**config.mk**
```make
export PLATFORM = sky130hd
export DESIGN_NAME = daalic_line_side_flat
export DESIGN_NICKNAME = d
export VERILOG_FILES = /design/src/hdl/daalic_pkg.sv /design/src/hdl/daalic_link_if.sv /design/src/hdl/daalic_line_side.sv /design/src/flat_wrapper.sv
export SDC_FILE = /design/constraint.sdc
export NUM_CORES = 1
export LEC_CHECK = 0
export BUFFER_PORTS_ARGS = -buffer_cell sky130_fd_sc_hd__buf_2
export CORE_MARGIN = 10
export CORE_UTILIZATION = 62
export DETAILED_ROUTE_END_ITERATION = 6
export GPL_ROUTABILITY_DRIVEN = 0
export PLACE_DENSITY = 0.88
export SKIP_LAST_GASP = 1
export SLEW_MARGIN = 10
export SYNTH_ARGS = -nofsm -noshare
export SYNTH_HDL_FRONTEND = slang
export SYNTH_SLANG_ARGS = --single-unit
export TNS_END_PERCENT = 50
```
**constraint.sdc**
```tcl
create_clock -name core_clk -period 6.15 [get_ports core_clk]
set_input_delay 0.615 -clock core_clk [delete_from_list [all_inputs] [get_ports core_clk]]
set_output_delay 0.615 -clock core_clk [all_outputs]
set_load 0.005 [all_outputs]
```
**src/hdl/daalic_pkg.sv**
```systemverilog
/*
 Constants of the line interface controller.
 Assumes one 25 MHz core clock on both ends.
*/
package daalic_pkg;
    localparam int CLK_HZ = 25_000_000;
    localparam int PLL_LOCK_US = 1000;
    localparam int PLL_LOCK_CYC = (CLK_HZ / 1_000_000) * PLL_LOCK_US;
    localparam logic [10:0] OFFHOOK_SETTLE_SAMPLES = 11'h60c;

    localparam int ADDR_W = 5;
    localparam int DATA_W = 8;
    localparam int CODE_W = 5;

    // link register indices
    localparam logic [4:0] REG_CTRL1 = 5'h05;
    localparam logic [4:0] REG_LINE16 = 5'h10;
    localparam logic [4:0] REG_LINE17 = 5'h11;
    localparam logic [4:0] REG_LINE18 = 5'h12;
    localparam logic [4:0] REG_SENSE19 = 5'h13;

    localparam int CTRL1_HOOK_BIT = 0;
    localparam int CTRL1_MONITOR_BIT = 3;
    localparam int CTRL1_MODE_BIT = 4;
    localparam logic [7:0] CTRL1_RESET = 8'h00;

    // second control register lives on the system side
    localparam int CTRL2_LINK_PD_BIT = 3;
    localparam int CTRL2_MON_OFF_BIT = 1;
    localparam logic [7:0] CTRL2_RESET = 8'h0a;
    localparam logic [7:0] CTRL2_POWER_ON = 8'h00;

    localparam int L16_PAR_BIT = 0;
    localparam int L16_RING_BIT = 1;
    localparam int L16_DCT_LSB = 2;
    localparam int L16_ACT_BIT = 4;
    localparam int L16_HS_BIT = 6;
    localparam logic [7:0] L16_RESET = 8'h08;
    localparam int L17_CAP_BIT = 1;
    localparam logic [7:0] L17_RESET = 8'h00;
    localparam int L18_RLV_BIT = 0;
    localparam int L18_FULL_BIT = 4;
    localparam logic [7:0] L18_RESET = 8'h00;
    localparam int S19_CODE_LSB = 0;
    localparam int S19_DROPOUT_BIT = 7;

    localparam logic [1:0] DCT_LOWV = 2'h0;
    localparam logic [1:0] DCT_JAPAN = 2'h1;
    localparam logic [1:0] DCT_FCC = 2'h2;
    localparam logic [1:0] DCT_CTR21 = 2'h3;

    // transmit/receive full scale selections
    localparam logic [2:0] FS_M1_DBM = 3'h0;
    localparam logic [2:0] FS_P3P2_DBM = 3'h1;
    localparam logic [2:0] FS_M2P71_DBM = 3'h2;
    localparam logic [2:0] FS_M5_DBM = 3'h3;

    // line voltage in quarter volts, loop current in mA
    localparam logic [8:0] LV_ZERO_QV = 9'h00c;
    localparam logic [8:0] LV_STEP_QV = 9'h00b;
    localparam logic [8:0] LV_FULL_QV = 9'h15c;
    localparam logic [7:0] LC_STEP_MA = 8'h03;
    localparam logic [7:0] LC_OVER_MA = 8'h8c;
    localparam logic [7:0] LC_OVER_CTR21_MA = 8'h36;
    localparam logic [7:0] LC_CAP_MA = 8'h3c;
    localparam logic [4:0] CODE_ZERO = 5'h00;
    localparam logic [4:0] CODE_TOP = 5'h1e;
    localparam logic [4:0] CODE_OVER = 5'h1f;

    localparam logic [7:0] LINE_SIDE_ID = 8'h5a; // arbitrary value
    localparam logic [7:0] RATE_RESET = 8'h9b;
    localparam logic [3:0] SAMPLE_SUB_MAX = 4'hf;

    // wishbone byte offsets of the controller
    localparam logic [7:0] WB_CTRL = 8'h00;
    localparam logic [7:0] WB_CFG = 8'h04;
    localparam logic [7:0] WB_STAT = 8'h08;
    localparam int WC_START = 0;
    localparam int WC_HOOK = 1;
    localparam int WC_FULL = 2;
    localparam int WC_PAR = 3;
    localparam int WC_MODE = 4;
    localparam int WC_MON = 5;
    localparam logic [31:0] WB_CFG_RESET = 32'h0000_029b;
endpackage

```
**src/hdl/daalic_link_if.sv**
```systemverilog
/*
 Link between the system-side controller and the line-side end.
 Assumes both ends share core_clk; the bench joins the two modports.
*/
`timescale 1ns/1ps
`default_nettype none
interface daalic_link_if
    import daalic_pkg::*;
(
    input wire logic core_clk
);
    logic linkPowerDown;
    logic sampleTick;
    logic req;
    logic we;
    logic [ADDR_W-1:0] addr;
    logic [DATA_W-1:0] wdata;
    logic ack;
    logic [DATA_W-1:0] rdata;
    logic [DATA_W-1:0] lineSideId;

    modport ctrl (output linkPowerDown, sampleTick, req, we, addr, wdata, input ack, rdata, lineSideId);
    modport line (input linkPowerDown, sampleTick, req, we, addr, wdata, output ack, rdata, lineSideId);
endinterface
`default_nettype wire

```
**src/hdl/daalic_line_side.sv**
```systemverilog
/*
 Line-side end: link registers, hook, termination, sense coding.
 Assumes the controller holds req until ack and owns the power-down bit.
*/
`timescale 1ns/1ps
`default_nettype none
module daalic_line_side
    import daalic_pkg::*;
(
    // clock and reset
    input wire logic core_clk,
    input wire logic resetn,
    // link
    daalic_link_if.line link,
    // analog measurements
    input wire logic [8:0] lineVoltQv,
    input wire logic [7:0] loopCurrentMa,
    input wire logic [4:0] monitorCode,
    input wire logic linePresent,
    // line controls
    output logic poweredUp,
    output logic hookSwitchOn,
    output logic [1:0] dcTermMode,
    output logic acTermComplex,
    output logic hookSpeedFast,
    output logic ringThresholdHigh,
    output logic reducedLineVEn,
    output logic dcImpedanceHigh,
    output logic termPinLow,
    output logic [2:0] txFullScale,
    output logic currentCapEn,
    output logic capEngaged,
    output logic lineDataValid
);
    logic [7:0] ctrl1_q;
    logic [7:0] line16_q;
    logic [7:0] line17_q;
    logic [7:0] line18_q;
    logic [4:0] code_q;
    logic dropout_q;
    logic ack_q;
    logic [7:0] rdata_q;
    logic [10:0] settle_q;
    logic [10:0] settle_d;
    logic hook_q, dcz_q, pinLow_q, act_q, hs_q, ring_q, rlv_q, cap_q, capHit_q, valid_q, pwr_q;
    logic [1:0] dct_q;
    logic [2:0] fs_q;

    // no traffic while the link is powered down
    wire take = link.req && !ack_q && !link.linkPowerDown;
    wire wr = take && link.we;
    wire [1:0] dc_term_select = line16_q[L16_DCT_LSB +: 2];
    wire hookReq = ctrl1_q[CTRL1_HOOK_BIT];
    wire monEn = ctrl1_q[CTRL1_MONITOR_BIT];
    wire senseMode = ctrl1_q[CTRL1_MODE_BIT];
    wire powered = !link.linkPowerDown;
    wire seize = hookReq && powered;

    // line voltage coding
    wire [8:0] lvDiv = lineVoltQv / LV_STEP_QV;
    wire [4:0] lvCode = (lineVoltQv < LV_ZERO_QV) ? CODE_ZERO :
                        (lineVoltQv >= LV_FULL_QV) ? CODE_OVER : lvDiv[4:0];
    // loop current coding
    wire [7:0] lcDiv = loopCurrentMa / LC_STEP_MA;
    wire [7:0] overMa = (dc_term_select == DCT_CTR21) ? LC_OVER_CTR21_MA : LC_OVER_MA;
    wire lcOver = loopCurrentMa > overMa;
    wire [4:0] lcCode = lcOver ? CODE_OVER :
                        (lcDiv >= {3'h0, CODE_TOP}) ? CODE_TOP : lcDiv[4:0];
    // off-hook: current, on-hook: monitor, voltage or zero
    wire [4:0] senseSel = hookReq ? lcCode :
                          monEn ? monitorCode :
                          senseMode ? lvCode : CODE_ZERO;
    wire [7:0] sense19 = (8'(dropout_q) << S19_DROPOUT_BIT) | (8'(code_q) << S19_CODE_LSB);

    wire [7:0] rdMux = (link.addr == REG_CTRL1) ? ctrl1_q :
                       (link.addr == REG_LINE16) ? line16_q :
                       (link.addr == REG_LINE17) ? line17_q :
                       (link.addr == REG_LINE18) ? line18_q :
                       (link.addr == REG_SENSE19) ? sense19 : 8'h00;

    wire [2:0] fsSel = line18_q[L18_FULL_BIT] ? FS_P3P2_DBM :
                       (dc_term_select == DCT_JAPAN) ? FS_M2P71_DBM :
                       (dc_term_select == DCT_LOWV) ? FS_M5_DBM : FS_M1_DBM;
    wire capOn = (dc_term_select == DCT_CTR21) && line17_q[L17_CAP_BIT];

    always_comb begin
        settle_d = settle_q;
        if (!seize) begin
            settle_d = 11'h000;
        end else if (link.sampleTick && settle_q != OFFHOOK_SETTLE_SAMPLES) begin
            settle_d = settle_q + 11'h001;
        end
    end

    // register file; defaults keep the line side idle
    always_ff @(posedge core_clk) begin
        if (!resetn) begin
            ctrl1_q <= CTRL1_RESET;
            line16_q <= L16_RESET;
            line17_q <= L17_RESET;
            line18_q <= L18_RESET;
        end else if (wr) begin
            if (link.addr == REG_CTRL1) ctrl1_q <= link.wdata;
            if (link.addr == REG_LINE16) line16_q <= link.wdata;
            if (link.addr == REG_LINE17) line17_q <= link.wdata;
            if (link.addr == REG_LINE18) line18_q <= link.wdata;
        end
    end

    // status refreshed every cycle, writes never reach it
    always_ff @(posedge core_clk) begin
        if (!resetn) begin
            code_q <= CODE_ZERO;
            dropout_q <= 1'b0;
        end else begin
            code_q <= senseSel;
            dropout_q <= !linePresent;
        end
    end

    always_ff @(posedge core_clk) begin
        if (!resetn) begin
            ack_q <= 1'b0;
            rdata_q <= 8'h00;
            settle_q <= 11'h000;
        end else begin
            ack_q <= take;
            if (take) rdata_q <= rdMux;
            settle_q <= settle_d;
        end
    end

    always_ff @(posedge core_clk) begin
        if (!resetn) begin
            pwr_q <= 1'b0;
            hook_q <= 1'b0;
            dct_q <= DCT_FCC;
            act_q <= 1'b0;
            hs_q <= 1'b0;
            ring_q <= 1'b0;
            rlv_q <= 1'b0;
            dcz_q <= 1'b0;
            pinLow_q <= 1'b0;
            fs_q <= FS_M1_DBM;
            cap_q <= 1'b0;
            capHit_q <= 1'b0;
            valid_q <= 1'b0;
        end else begin
            pwr_q <= powered;
            hook_q <= seize;
            dct_q <= dc_term_select;
            act_q <= line16_q[L16_ACT_BIT];
            hs_q <= line16_q[L16_HS_BIT];
            ring_q <= line16_q[L16_RING_BIT];
            rlv_q <= line18_q[L18_RLV_BIT];
            dcz_q <= line16_q[L16_PAR_BIT];
            pinLow_q <= line16_q[L16_PAR_BIT];
            fs_q <= fsSel;
            cap_q <= capOn;
            capHit_q <= capOn && seize && (loopCurrentMa >= LC_CAP_MA - LC_STEP_MA);
            valid_q <= seize && (settle_d == OFFHOOK_SETTLE_SAMPLES);
        end
    end

    // identity is only visible once the link is up
    assign link.lineSideId = powered ? LINE_SIDE_ID : 8'h00;
    assign link.ack = ack_q;
    assign link.rdata = rdata_q;
    assign poweredUp = pwr_q;
    assign hookSwitchOn = hook_q;
    assign dcTermMode = dct_q;
    assign acTermComplex = act_q;
    assign hookSpeedFast = hs_q;
    assign ringThresholdHigh = ring_q;
    assign reducedLineVEn = rlv_q;
    assign dcImpedanceHigh = dcz_q;
    assign termPinLow = pinLow_q;
    assign txFullScale = fs_q;
    assign currentCapEn = cap_q;
    assign capEngaged = capHit_q;
    assign lineDataValid = valid_q;
endmodule
`default_nettype wire

```
**src/flat_wrapper.sv**
```systemverilog
// flat-port wrapper written by rule: the top's interface ports become plain ports
module daalic_line_side_flat import daalic_pkg::*;
  (core_clk, resetn, lineVoltQv, loopCurrentMa, monitorCode, linePresent, poweredUp, hookSwitchOn, dcTermMode, acTermComplex, hookSpeedFast, ringThresholdHigh, reducedLineVEn, dcImpedanceHigh, termPinLow, txFullScale, currentCapEn, capEngaged, lineDataValid, link_linkPowerDown, link_sampleTick, link_req, link_we, link_addr, link_wdata, link_ack, link_rdata, link_lineSideId);
  daalic_link_if link_i (.core_clk(core_clk));
  input wire logic core_clk;
  input wire logic resetn;
  input wire logic [8:0] lineVoltQv;
  input wire logic [7:0] loopCurrentMa;
  input wire logic [4:0] monitorCode;
  input wire logic linePresent;
  output logic poweredUp;
  output logic hookSwitchOn;
  output logic [1:0] dcTermMode;
  output logic acTermComplex;
  output logic hookSpeedFast;
  output logic ringThresholdHigh;
  output logic reducedLineVEn;
  output logic dcImpedanceHigh;
  output logic termPinLow;
  output logic [2:0] txFullScale;
  output logic currentCapEn;
  output logic capEngaged;
  output logic lineDataValid;
  input wire logic [$bits(link_i.linkPowerDown)-1:0] link_linkPowerDown;
  input wire logic [$bits(link_i.sampleTick)-1:0] link_sampleTick;
  input wire logic [$bits(link_i.req)-1:0] link_req;
  input wire logic [$bits(link_i.we)-1:0] link_we;
  input wire logic [$bits(link_i.addr)-1:0] link_addr;
  input wire logic [$bits(link_i.wdata)-1:0] link_wdata;
  output wire logic [$bits(link_i.ack)-1:0] link_ack;
  output wire logic [$bits(link_i.rdata)-1:0] link_rdata;
  output wire logic [$bits(link_i.lineSideId)-1:0] link_lineSideId;
  assign link_i.linkPowerDown = link_linkPowerDown;
  assign link_i.sampleTick = link_sampleTick;
  assign link_i.req = link_req;
  assign link_i.we = link_we;
  assign link_i.addr = link_addr;
  assign link_i.wdata = link_wdata;
  assign link_ack = link_i.ack;
  assign link_rdata = link_i.rdata;
  assign link_lineSideId = link_i.lineSideId;
  daalic_line_side u_core (.core_clk(core_clk), .resetn(resetn), .link(link_i), .lineVoltQv(lineVoltQv), .loopCurrentMa(loopCurrentMa), .monitorCode(monitorCode), .linePresent(linePresent), .poweredUp(poweredUp), .hookSwitchOn(hookSwitchOn), .dcTermMode(dcTermMode), .acTermComplex(acTermComplex), .hookSpeedFast(hookSpeedFast), .ringThresholdHigh(ringThresholdHigh), .reducedLineVEn(reducedLineVEn), .dcImpedanceHigh(dcImpedanceHigh), .termPinLow(termPinLow), .txFullScale(txFullScale), .currentCapEn(currentCapEn), .capEngaged(capEngaged), .lineDataValid(lineDataValid));
endmodule
```
==> impl_results.md, run 1 <==
- Synthesis-stage register bit count: 72
- P_sw: 293 uW
- Post-DR wirelength/cell: 16.6 um
- Hold-fix buffers at CTS: 0
- Fill cells: a little under 600
- Area leader, netlist: dfxtp_1
- Max Slew Vio Count: 0
- # rows: 31
- Worst hold path depth: 2
- Share of cells above drive strength 1: 0.154
- Cell depth of the worst flop-to-flop path: 11
- CTS Buf Count: 9
- Sw Ratio: 0.296
- Cell variety after synth: 76
- CP dominant cell by count: o21ai_0
- DRT iter0 DRCs: roughly 370
- Worst reg2reg path startpoint: u_core.line16_q[2]$_SDFFE_PN0P_
- Tmin final: 3400 ps
- Initial antenna violation count: 0
- GRT met1 Usage: 0.251
- Root Buffer: clkbuf_8
- CTS sink count: 72
- Critical Path End Type: register
- Reg power frac: 0.477
- Critical path launch point type: input pin
- Die width: 108 um
- CTS max path bufs: 2
- Worst-path maximum fanout: 26
- Status: complete, no violations
- Max incr delay on CP: about 500 ps
- Sequential fraction of the synthesis area: 0.303
- Cell family with most CP delay: compound AO/OA/AOI/OAI gates
- Int Power: 698 uW
- Arr. time, crit path: roughly 3600 ps
- Most frequent cell after synthesis: nand2_1
- Reg2reg end: u_core.code_q[3]$_SDFF_PN0_
- Final setup viols: 0
- Met2 Use GR: 0.355
- Syn. warnings: 0
- Post-Syn Area per Cell: approximately 8 um2
- Tcrit/Tclk final: 0.553
- Slew HR: 0.360
- DRT Wirelength: about 12000 um
- Ys flop type: dfxtp_1
- Vias per Instance: 6.26
- Maxcap violations: 0
- Lkg Pwr: 2.06 nW
- Ys async rst share: 0
- Layout Skew: between 4 and 5 ps
- Post-synth EDFFs: 0
- CTS tree: built
- Top cells by area, synth: dfxtp_1, mux2i_1, nand2_1
- Worst hold start: linePresent
- Setup TNS: 0 ps
- Endpoint, Worst Hold: u_core.dropout_q$_SDFF_PN0_
- Initial Util: 0.646
- Post-synthesis instance total: around 610
- Critical Path, Cell by Cell: buf_2, nand2b_1, nand2_1, and3_1, o31ai_2, a21oi_1, nor2_1, xnor2_1, ha_1, nor3_1, o21ai_0, o21ai_0, a2bb2oi_1, a41oi_2
- Crit path required time: 6340 ps
- Post-Syn Area: 0.00476 mm2
- Top cells by count, synth: nand2_1, dfxtp_1, a21oi_1, nor2_1
- DRT antenna net count: 0
- Sequential cell area: 0.00144 mm2
- Clock power share: 0.333
- Overall Power: ~990 uW
- Largest net degree at the start of global routing: just under 60
- Fmax: 0.294 GHz
- Power density over the cells: 192 mW/mm2
- Post-CTS sizing: 0
- Final #Nets: 688
- Vias in the first global route: about 4400
- Synth top area share: 0.303
- Grt ovf: 0
- Final Hold Vio Count: 0
- First-pass GRT wire length: roughly 20000 um
- Reg2reg setup slack: between 3000 and 4000 ps
- Drt first pass iters: 6
- IO Port Bufs: 69
- Multi-input logic area: 0.00300 mm2
- GRT Total Usage: 0.209
- Area growth, synth to finish: 8.44%
- Worst VDD drop: 0.192 mV
- # diodes: 0
- Worst path slowest cell: o31ai_2
- Number of remaining DRC errors: 0
- Reg clk slew, reported paths: around 70 ps
- Unrepaired setup endpoints after global routing: no
- Met3 global-route usage: 0.0569
- Critical setup path kind: input pin to register
- Least-Margin Pin Slew: 954 ps
- Gate power share: 0.190
- Layer with the highest usage: met2
- Worst path bufs/invs: 1
- Die Height: ~110 um
- Clk_lat worst skew: 350 ps
- Via count: 4636
- I/O Pins: 75
- Hpwl dp: 8910 um
- Htree depth: 3
- Die area: 0.0116 mm2
- Hold Path Class: input pin to register
- Setup Buffers After CTS: 0
- Placeable Area: 0.00737 mm2
[power groups by stage]
stage	sequential (mW)	combinational (mW)	clock (mW)
finish	0.473	0.188	0.330
CTS	0.473	0.184	0.333
global placement	0.483	0.177	0
global route	0.473	0.208	0.356
floorplan	0.484	0.141	0
detailed placement	0.484	0.183	0
[worst reg2reg max path, cell delays in order (launching register included)]
cell and delay [ps]:
dfxtp_1 430, nand2_1 140, inv_1 150, ha_1 250
nand2_1 90, o21bai_1 60, a21o_1 180, a211o_1 290
a21oi_1 150, a41o_1 170, nand2b_1 110, o311a_1 370
[cells by family after synthesis]
family / share of synthesized area
and+or+nand+nor: 0.247
buffers and inverters: 0.0718
AOI/OAI and AO/OA: 0.259
muxes: 0.0676
DFF: 0.303
other: 0.000788
adders and majority gates: 0.0237
xor gates and xnor gates: 0.0276
[area by class of cell]
type | count | area share
multi-input combinational | 464 | 0.581
timing repair buffer | 70 | 0.0684
inverter | 20 | 0.0145
clock inverter | 5 | 0.00655
tap | 99 | 0.0240
clock buffer | 10 | 0.0267
sequential | 72 | 0.279
[cell usage in the layout, fill, tap and decap left out, types with 6 or more instances in the layout]
cell type  synthesis  layout
o211a_1            9       9
ha_1               9       9
or3_1              9       9
o21ai_0           34      34
nand3_1           13      13
nand2_1           74      74
xor2_1             8       8
nand2b_1          13      13
dfxtp_1           72      72
a21boi_0          15      15
xnor2_1            7       7
a21oi_1           37      37
nor2b_1           25      25
nor3_1            14      14
o211ai_1           6       6
and2_1             9       9
buf_2              3      69
clkbuf_8           0      10
and3_1             6       6
nor2_1            37      37
mux2i_1           31      31
o22ai_1           12      12
inv_1             20      20
[metrics by stage]
stage               worst slack [ps]  instance area, um2  cells  utilization  hold WS (ps)
finish                          2750                5160    740        0.700           412
global route                    2420                5160    740        0.700           395
CTS                             2830                5160    740        0.700           402
detailed placement              2480                4990    725        0.677           450
global placement                2720                4990    725        0.677           450
floorplan                       2980                4770    609            -           426
[worst max-delay path by stage]
stage,cells past startpoint,slack [ps],start,end
4_1_cts,14,2830,lineVoltQv[3],u_core.code_q[0]$_SDFF_PN0_
5_1_grt,14,2420,lineVoltQv[3],u_core.code_q[0]$_SDFF_PN0_
3_5_place_dp,14,2480,lineVoltQv[3],u_core.code_q[0]$_SDFF_PN0_
6_report,14,2750,lineVoltQv[3],u_core.code_q[0]$_SDFF_PN0_
3_3_place_gp,14,2720,lineVoltQv[3],u_core.code_q[0]$_SDFF_PN0_
2_1_floorplan,15,2980,lineVoltQv[8],u_core.code_q[0]$_SDFF_PN0_
[metal layers]
layer | share of wire | routed length (um)
met5 | 0 | 0
met4 | 0.019 | 229
met3 | 0.085 | 1050
met2 | 0.49 | 5980
met1 | 0.41 | 5050
[state kept, by name, indices dropped and copies added, names as in the netlist, 2 cells and up]
signal	flops
u_core.txFullScale	2
u_core.settle_q	11
u_core.line16_q	8
u_core.line17_q	8
u_core.ctrl1_q	8
u_core.link.rdata	8
u_core.code_q	5
u_core.line18_q	8
u_core.dcTermMode	2
Note: power is estimated with default switching activity, not from simulation.
==> run 2: changes to the inputs <==
CORE_UTILIZATION = 58   (was 62)
PLACE_DENSITY = 0.83   (was 0.88)
clock period = 3.45 ns   (was 6.15 ns; I/O delays follow)
==> run 2 against run 1 <==
Die area increased by 5.6%. Clock skew up 3.5 ps. Critical path depth stayed put. Register-to-register slack lost 2700 ps. Largest power group unchanged.
==> impl_results.md, run 2 (synthesized netlist as in run 1, its figures left out) <==
- Status: complete, no violations (unchanged)
- Critical path launch point type: input pin (unchanged)
- Number of remaining DRC errors: 0 (unchanged)
- Vias per Instance: 6.06 (was 6.26)
- Hpwl dp: 8790 um (was 8910 um)
- Max incr delay on CP: 430 ps (was 500 ps)
- Unrepaired setup endpoints after global routing: no (unchanged)
- Critical Path, Cell by Cell: buf_2, or3_1, a21oi_1, o21ai_0, o2111a_1, a21oi_1, nor2_1, xnor2_1, ha_1, nor3_1, o21ai_0, o21ai_0, a2bb2oi_1, a41oi_2 (was buf_2, nand2b_1, nand2_1, and3_1, o31ai_2, a21oi_1, nor2_1, xnor2_1, ha_1, nor3_1, o21ai_0, o21ai_0, a2bb2oi_1, a41oi_2)
- DRT iter0 DRCs: 260 (was 373)
- Final setup viols: 0 (unchanged)
- Critical Path End Type: register (unchanged)
- Slew HR: 0.377 (was 0.360)
- Critical setup path kind: input pin to register (unchanged)
- Tmin final: 2860 ps
- CTS sink count: 72 (unchanged)
- Power density over the cells: 364 mW/mm2 (was 192 mW/mm2)
- Maxcap violations: 0 (unchanged)
- Worst VDD drop: 0.410 mV (was 0.192 mV)
- # rows: 32 (was 31)
- Setup TNS: 0 ps (unchanged)
- Htree depth: 3 (unchanged)
- Max FFs per register: 11 (unchanged)
- CP dominant cell by count: o21ai_0 (unchanged)
- Die width: 111 um (was 108 um)
- First-pass GRT wire length: 20300 um (was 20400 um)
- Reg clk slew, reported paths: 70 ps (about the same)
- DRT Wirelength: 12100 um (was 12300 um)
- Vias in the first global route: 4381 (was 4417)
- Worst-path maximum fanout: 26 (unchanged)
- Share of cells above drive strength 1: 0.162 (was 0.154)
- Root Buffer: clkbuf_8 (unchanged)
- Setup Buffers After CTS: 0 (unchanged)
- CTS tree: built (unchanged)
- # diodes: 0 (unchanged)
- Commonest non-fill, non-tap cell in the layout: nand2_1 (unchanged)
- Post-CTS sizing: 0 (unchanged)
- CTS max path bufs: 2 (unchanged)
- Overall Power: 1.91 mW (was 991 uW)
- Final Hold Vio Count: 0 (unchanged)
- I/O Pins: 75 (unchanged)
- Hold-fix buffers at CTS: 0 (unchanged)
- Worst path bufs/invs: 1 (unchanged)
- Tcrit/Tclk final: 0.828
- Drt first pass iters: 6 (unchanged)
- Clk_lat worst skew: 350 ps (about the same)
- Max Slew Vio Count: 0 (unchanged)
- Cell family with most CP delay: compound AO/OA/AOI/OAI gates (unchanged)
- Crit path required time: 3650 ps (was 6340 ps)
- Arr. time, crit path: 3060 ps (was 3590 ps)
- Worst path slowest cell: or3_1 (was o31ai_2)
- Largest net degree at the start of global routing: 59 (unchanged)
- Hold Path Class: input pin to register (unchanged)
- Area growth, synth to finish: 10.3% (was 8.44%)
- Layout Skew: 8.33 ps (was 4.81 ps)
- DRT antenna net count: 0 (unchanged)
- Placeable Area: 0.00785 mm2 (was 0.00737 mm2)
- Post-DR wirelength/cell: 16.2 um (was 16.6 um)
- Fmax: approximately 0.35 GHz
- IO Port Bufs: 69 (unchanged)
- Die Height: 111 um (was 108 um)
- Lkg Pwr: 2.12 nW (was 2.06 nW)
- Die area: 0.0122 mm2 (was 0.0116 mm2)
- CTS Buf Count: 9 (unchanged)
- Initial antenna violation count: 0 (unchanged)
- Via count: 4541 (was 4636)
- Initial Util: 0.607 (was 0.646)
- Least-Margin Pin Slew: 929 ps (was 954 ps)
- Biggest register: u_core.settle_q (unchanged)
- Final #Nets: 693 (was 688)
- GRT Total Usage: 0.187 (was 0.209)
- Most frequent cells in the layout: nand2_1, dfxtp_1, buf_2 (unchanged)
- Grt ovf: 0 (unchanged)
==> run 2: changes by cell type in the layout (fill, tap and decap cells not counted), sizes merged <==
cell and delta:
bufinv +2, buf +5, clkinvlp -1
==> run 2: stage by stage <==
| stage | util | setup slack (ps) | hold WS [ps] | cell area, um2 | instances |
|---|---|---|---|---|---|
| 5_1_grt | 0.669 | 346 | 141 | 5250 | 749 |
| 3_3_place_gp | 0.641 | 453 | 448 | 5030 | 733 |
| 4_1_cts | 0.669 | 659 | 143 | 5250 | 749 |
| 6_report | 0.669 | 593 | 146 | 5250 | 749 |
| 3_5_place_dp | 0.641 | 304 | 456 | 5030 | 733 |
| 2_1_floorplan | - | 551 | 417 | 4770 | 609 |
==> run 2: path summary, 6_finish.rpt <==
path | from | endpoint | slack [ps] | depth (start not counted)
hold / removal | linePresent | u_core.dropout_q$_SDFF_PN0_ | 150 | 2
setup / recovery | lineVoltQv[3] | u_core.code_q[0]$_SDFF_PN0_ | 590 | 14
hold reg to reg | u_core.line18_q[3]$_SDFFE_PN0P_ | u_core.line18_q[3]$_SDFFE_PN0P_ | 470 | 2
setup reg to reg | u_core.line16_q[2]$_SDFFE_PN0P_ | u_core.code_q[3]$_SDFF_PN0_ | 930 | 11
==> run 2: final cells by class <==
cell class                 count  area [um2]
clock buffer                  10         138
clock inverter                 6        82.6
fill                         685        2600
inverter                      20        75.1
multi-input combinational    464        3000
sequential                    72        1440
tap                          102         128
timing repair buffer          75         390
==> run 2: worst reg2reg max path, cell delays in order (launching register included) <==
cell,delay (ps)
dfxtp_1,460
nand2_1,150
inv_1,130
ha_1,240
nand2_1,90
o21bai_1,70
a21o_1,180
a211o_1,290
a21oi_1,150
a41o_1,170
nand2b_1,110
o311a_1,370
==> run 2: metal layers <==
metal | track usage | up-vias | part of all wire
met5 | 0 | - | 0
met4 | 0.0501 | 0 | 0.011
met3 | 0.0394 | 15 | 0.058
met2 | 0.320 | 165 | 0.49
met1 | 0.230 | 2125 | 0.44
li1 | - | 2236 | -
==> run 2: where the power goes <==
group | internal, mW | switching [mW] | total [mW] | leakage (nW)
Sequential | 0.839 | 0.00430 | 0.843 | 0.582
Clock | 0.423 | 0.306 | 0.728 | 0.112
Combinational | 0.134 | 0.203 | 0.338 | 1.42
==> run 3: changes to the inputs <==
ABC_AREA = 1   (was not set)
CORE_UTILIZATION = 51   (was 58)
PLACE_DENSITY = 0.79   (was 0.83)
clock period = 2.5 ns   (was 3.45 ns; I/O delays follow)
==> run 3 against run 2 <==
Flip-flop and latch count unchanged. Sequential share of layout area down 2.0 points. Critical path depth up 10. Critical path type unchanged. Critical endpoint is now u_core.code_q[1]$_SDFF_PN0_. Largest cell class unchanged.
==> impl_results.md, run 3 <==
- Status: complete, no violations (unchanged)
- Clk_lat worst skew: 350 ps (about the same)
- Power density over the cells: 541 mW/mm2 (was 364 mW/mm2)
- Multi-input logic area: 0.00266 mm2 (was 0.00300 mm2)
- Area growth, synth to finish: 37.6% (was 10.3%)
- Multiplexer area fraction after synthesis: 0 (was 0.0676)
- Post-synth EDFFs: 0 (unchanged)
- Ys flop type: dfxtp_1 (unchanged)
- Post-synthesis instance total: 627 (was 605)
- Reg clk slew, reported paths: 70 ps (about the same)
- Placeable Area: 0.00781 mm2 (was 0.00785 mm2)
- Max incr delay on CP: 200 ps (was 430 ps)
- Slew HR: 0.605 (was 0.377)
- CP dominant cell by count: nand2_2 (was o21ai_0)
- Synth top area share: 0.350 (was 0.303)
- Commonest non-fill, non-tap cell in the layout: nand2_1 (unchanged)
- Largest net degree at the start of global routing: 48 (was 59)
- Final #Nets: 808 (was 693)
- Synth Area in Compound Gates: 0.156 (was 0.259)
- Hold-fix buffers at CTS: 0 (unchanged)
- GRT Total Usage: 0.190 (was 0.187)
- Die Height: 110 um (was 111 um)
- Worst path slowest cell: a21boi_2 (was or3_1)
- Post-synthesis adder-cell area fraction: 0.0273 (was 0.0237)
- Number of remaining DRC errors: 0 (unchanged)
- Max Slew Vio Count: 0 (unchanged)
- Share of cells above drive strength 1: 0.344 (was 0.162)
- CTS Buf Count: 9 (unchanged)
- Sequential fraction of the synthesis area: 0.350 (was 0.303)
- CTS max path bufs: 2 (unchanged)
- Vias in the first global route: 4388 (was 4381)
- Ys async rst share: 0 (unchanged)
- Simple-gate share of the synthesized area: 0.351 (was 0.247)
- Final setup viols: 0 (unchanged)
- First-pass GRT wire length: 19000 um (was 20300 um)
- Lkg Pwr: 2.76 nW (was 2.12 nW)
- Worst-path maximum fanout: 5 (was 26)
- Crit path required time: 2710 ps (was 3650 ps)
- Top cells by area, synth: dfxtp_1, nand2_1, nor2_1 (was dfxtp_1, mux2i_1, nand2_1)
- Most frequent cells in the layout: nand2_1, nor2_1, dfxtp_1 (was nand2_1, dfxtp_1, buf_2)
- Setup TNS: 0 ps (unchanged)
- I/O Pins: 75 (unchanged)
- Grt ovf: 0 (unchanged)
- Initial Util: 0.527 (was 0.607)
- DRT Wirelength: 13000 um (was 12100 um)
- Final Hold Vio Count: 0 (unchanged)
- # rows: 32 (unchanged)
- Vias per Instance: 5.43 (was 6.06)
- Critical path launch point type: input pin (unchanged)
- Htree depth: 3 (unchanged)
- CTS tree: built (unchanged)
- Worst VDD drop: 0.346 mV (was 0.410 mV)
- Biggest register: u_core.settle_q (unchanged)
- Post-Syn Area per Cell: 6.57 um2 (was 7.87 um2)
- Synthesis-stage register bit count: 72 (unchanged)
- Worst path bufs/invs: 4 (was 1)
- Critical Path End Type: register (unchanged)
- DRT antenna net count: 0 (unchanged)
- Top cells by count, synth: nand2_1, nor2_1, dfxtp_1, inv_1, o21ai_0 (was nand2_1, dfxtp_1, a21oi_1, nor2_1)
- Tcrit/Tclk final: 0.998
- DRT iter0 DRCs: 448 (was 260)
- Maxcap violations: 0 (unchanged)
- Via count: 4685 (was 4541)
- Hpwl dp: 8840 um (was 8790 um)
- Drt first pass iters: 5 (was 6)
- Root Buffer: clkbuf_8 (unchanged)
- Cell variety after synth: 44 (was 76)
- Area leader, netlist: dfxtp_1 (unchanged)
- Least-Margin Pin Slew: 589 ps (was 929 ps)
- Fill cells: 621 (was 685)
- Cell count after placement: 828 (was 733)
- Hold Path Class: input pin to register (unchanged)
- Sequential cell area: 0.00144 mm2 (about the same)
- Cell family with most CP delay: simple AND/OR/NAND/NOR gates (was compound AO/OA/AOI/OAI gates)
- Layout Skew: 10.3 ps (was 8.33 ps)
- Most frequent cell after synthesis: nand2_1 (unchanged)
- CTS sink count: 72 (unchanged)
- Max FFs per register: 11 (unchanged)
- Overall Power: 3.07 mW (was 1.91 mW)
- Arr. time, crit path: 2710 ps (was 3060 ps)
- Post-DR wirelength/cell: 15.1 um (was 16.2 um)
- Reg2reg setup slack: 190 ps (was 930 ps)
- # diodes: 0 (unchanged)
- Syn. warnings: 0 (unchanged)
- Largest family of logic cells by synthesized area: simple AND/OR/NAND/NOR gates (was compound AO/OA/AOI/OAI gates)
- Die area: 0.0121 mm2 (was 0.0122 mm2)
- Fmax: 0.401 GHz
- Die width: 110 um (was 111 um)
- Number of cells in the finished layout apart from fillers: 863 (was 749)
- Critical Path, Cell by Cell: buf_2, inv_4, nand3_2, o21ai_1, nand2_1, a21boi_2, inv_2, nor2_4, nor2_2, nand2_2, nand2_2, xor2_2, nand2_1, nand2_2, nand2_2, nand2_2, inv_2, ha_4, a21oi_2, o21ai_2, a21oi_4, nand3b_1, nand2_1, a21oi_1 (was buf_2, or3_1, a21oi_1, o21ai_0, o2111a_1, a21oi_1, nor2_1, xnor2_1, ha_1, nor3_1, o21ai_0, o21ai_0, a2bb2oi_1, a41oi_2)
- Tmin final: 2490 ps
- Critical setup path kind: input pin to register (unchanged)
- Post-Syn Area: 0.00412 mm2 (was 0.00476 mm2)
- Xor and xnor fraction of the mapped netlist area: 0.00851 (was 0.0276)
- Post-layout util: 0.725 (was 0.669)
- Initial antenna violation count: 0 (unchanged)
- IO Port Bufs: 69 (unchanged)
-- run 3: cell count changes after synthesis, moves of 14 or more --
| cell | delta |
|---|---|
| a21boi_0 | -14 |
| nand2_2 | +16 |
| nor2b_1 | -25 |
| clkbuf_1 | -26 |
| mux2i_1 | -31 |
| o21ai_0 | +16 |
| inv_1 | +52 |
| nand2_1 | +58 |
| nor2_1 | +66 |
| nand3_1 | +20 |
-- run 3: where the power goes --
part / internal, mW / leakage (nW) / total, mW / switching, mW
registers: 1.15 / 0.582 / 1.16 / 0.00444
logic: 0.400 / 2.06 / 0.918 / 0.518
clock network: 0.555 / 0.109 / 0.988 / 0.434
total: 2.11 / 2.76 / 3.07 / 0.956
-- run 3: per-stage QoR --
step	setup slack [ps]	area (um2)	hold WS, ps
floorplan	7.36	4150	322
global placement	-197	4850	417
detailed placement	-382	4850	416
CTS	4.83	5070	67.4
global route	-158	5660	90.3
finish	5.75	5660	63.9
-- run 3: kinds of logic (layout without fill, tap and decap cells) --
kind of cell,after synthesis,in the layout
AND/OR/NAND/NOR,325,325
AO/OA/AOI/OAI,112,112
buffers and inverters,104,234
flip-flops,72,72
adder cells (fa/ha/maj),9,9
XOR/XNOR,4,4
other,1,5
-- run 3: worst paths after layout --
path                                    from                         endpoint  cells past startpoint
max reg2reg    u_core.settle_q[0]$_SDFF_PN0_  u_core.lineDataValid$_SDFF_PN0_                     16
min reg2reg  u_core.line16_q[4]$_SDFFE_PN0P_  u_core.acTermComplex$_SDFF_PN0_                      2
min                              linePresent      u_core.dropout_q$_SDFF_PN0_                      2
max                         loopCurrentMa[7]      u_core.code_q[1]$_SDFF_PN0_                     24
-- run 3: per-layer routing --
layer,GRT usage,share of wire,vias to the layer above
li1,-,-,2274
met1,0.216,0.39,2179
met2,0.338,0.50,202
met3,0.0404,0.082,30
met4,0.0753,0.024,0
met5,0,0,-
-- run 3: cell type report --
type,instances,share of cell area
Inverter,84,0.0610
Timing Repair Buffer,135,0.156
Tap cell,102,0.0225
Clock buffer,9,0.0219
Sequential cell,72,0.255
Clock inverter,6,0.0148
Multi-Input combinational cell,455,0.469
-- run 3: timing repair --
action | 4_1_cts | 5_1_grt
setup buffers | 1 | 19
resized for setup | 2 | 120
setup endpoints to repair | 6 | 8
pin swaps | 4 | 51
-- run 3: worst register-to-register path: stages (launching register included) --
cell and delay (ps):
dfxtp_2 340, inv_2 60, ha_1 210, nand4_1 110, nor3_1 60, a21boi_1 190
inv_2 120, nor2_4 110, nand3_2 90, nor2_1 140, inv_2 80, nor2_4 140
and3_4 190, nand2_1 60, xnor2_1 120, inv_1 70, nor3_1 170
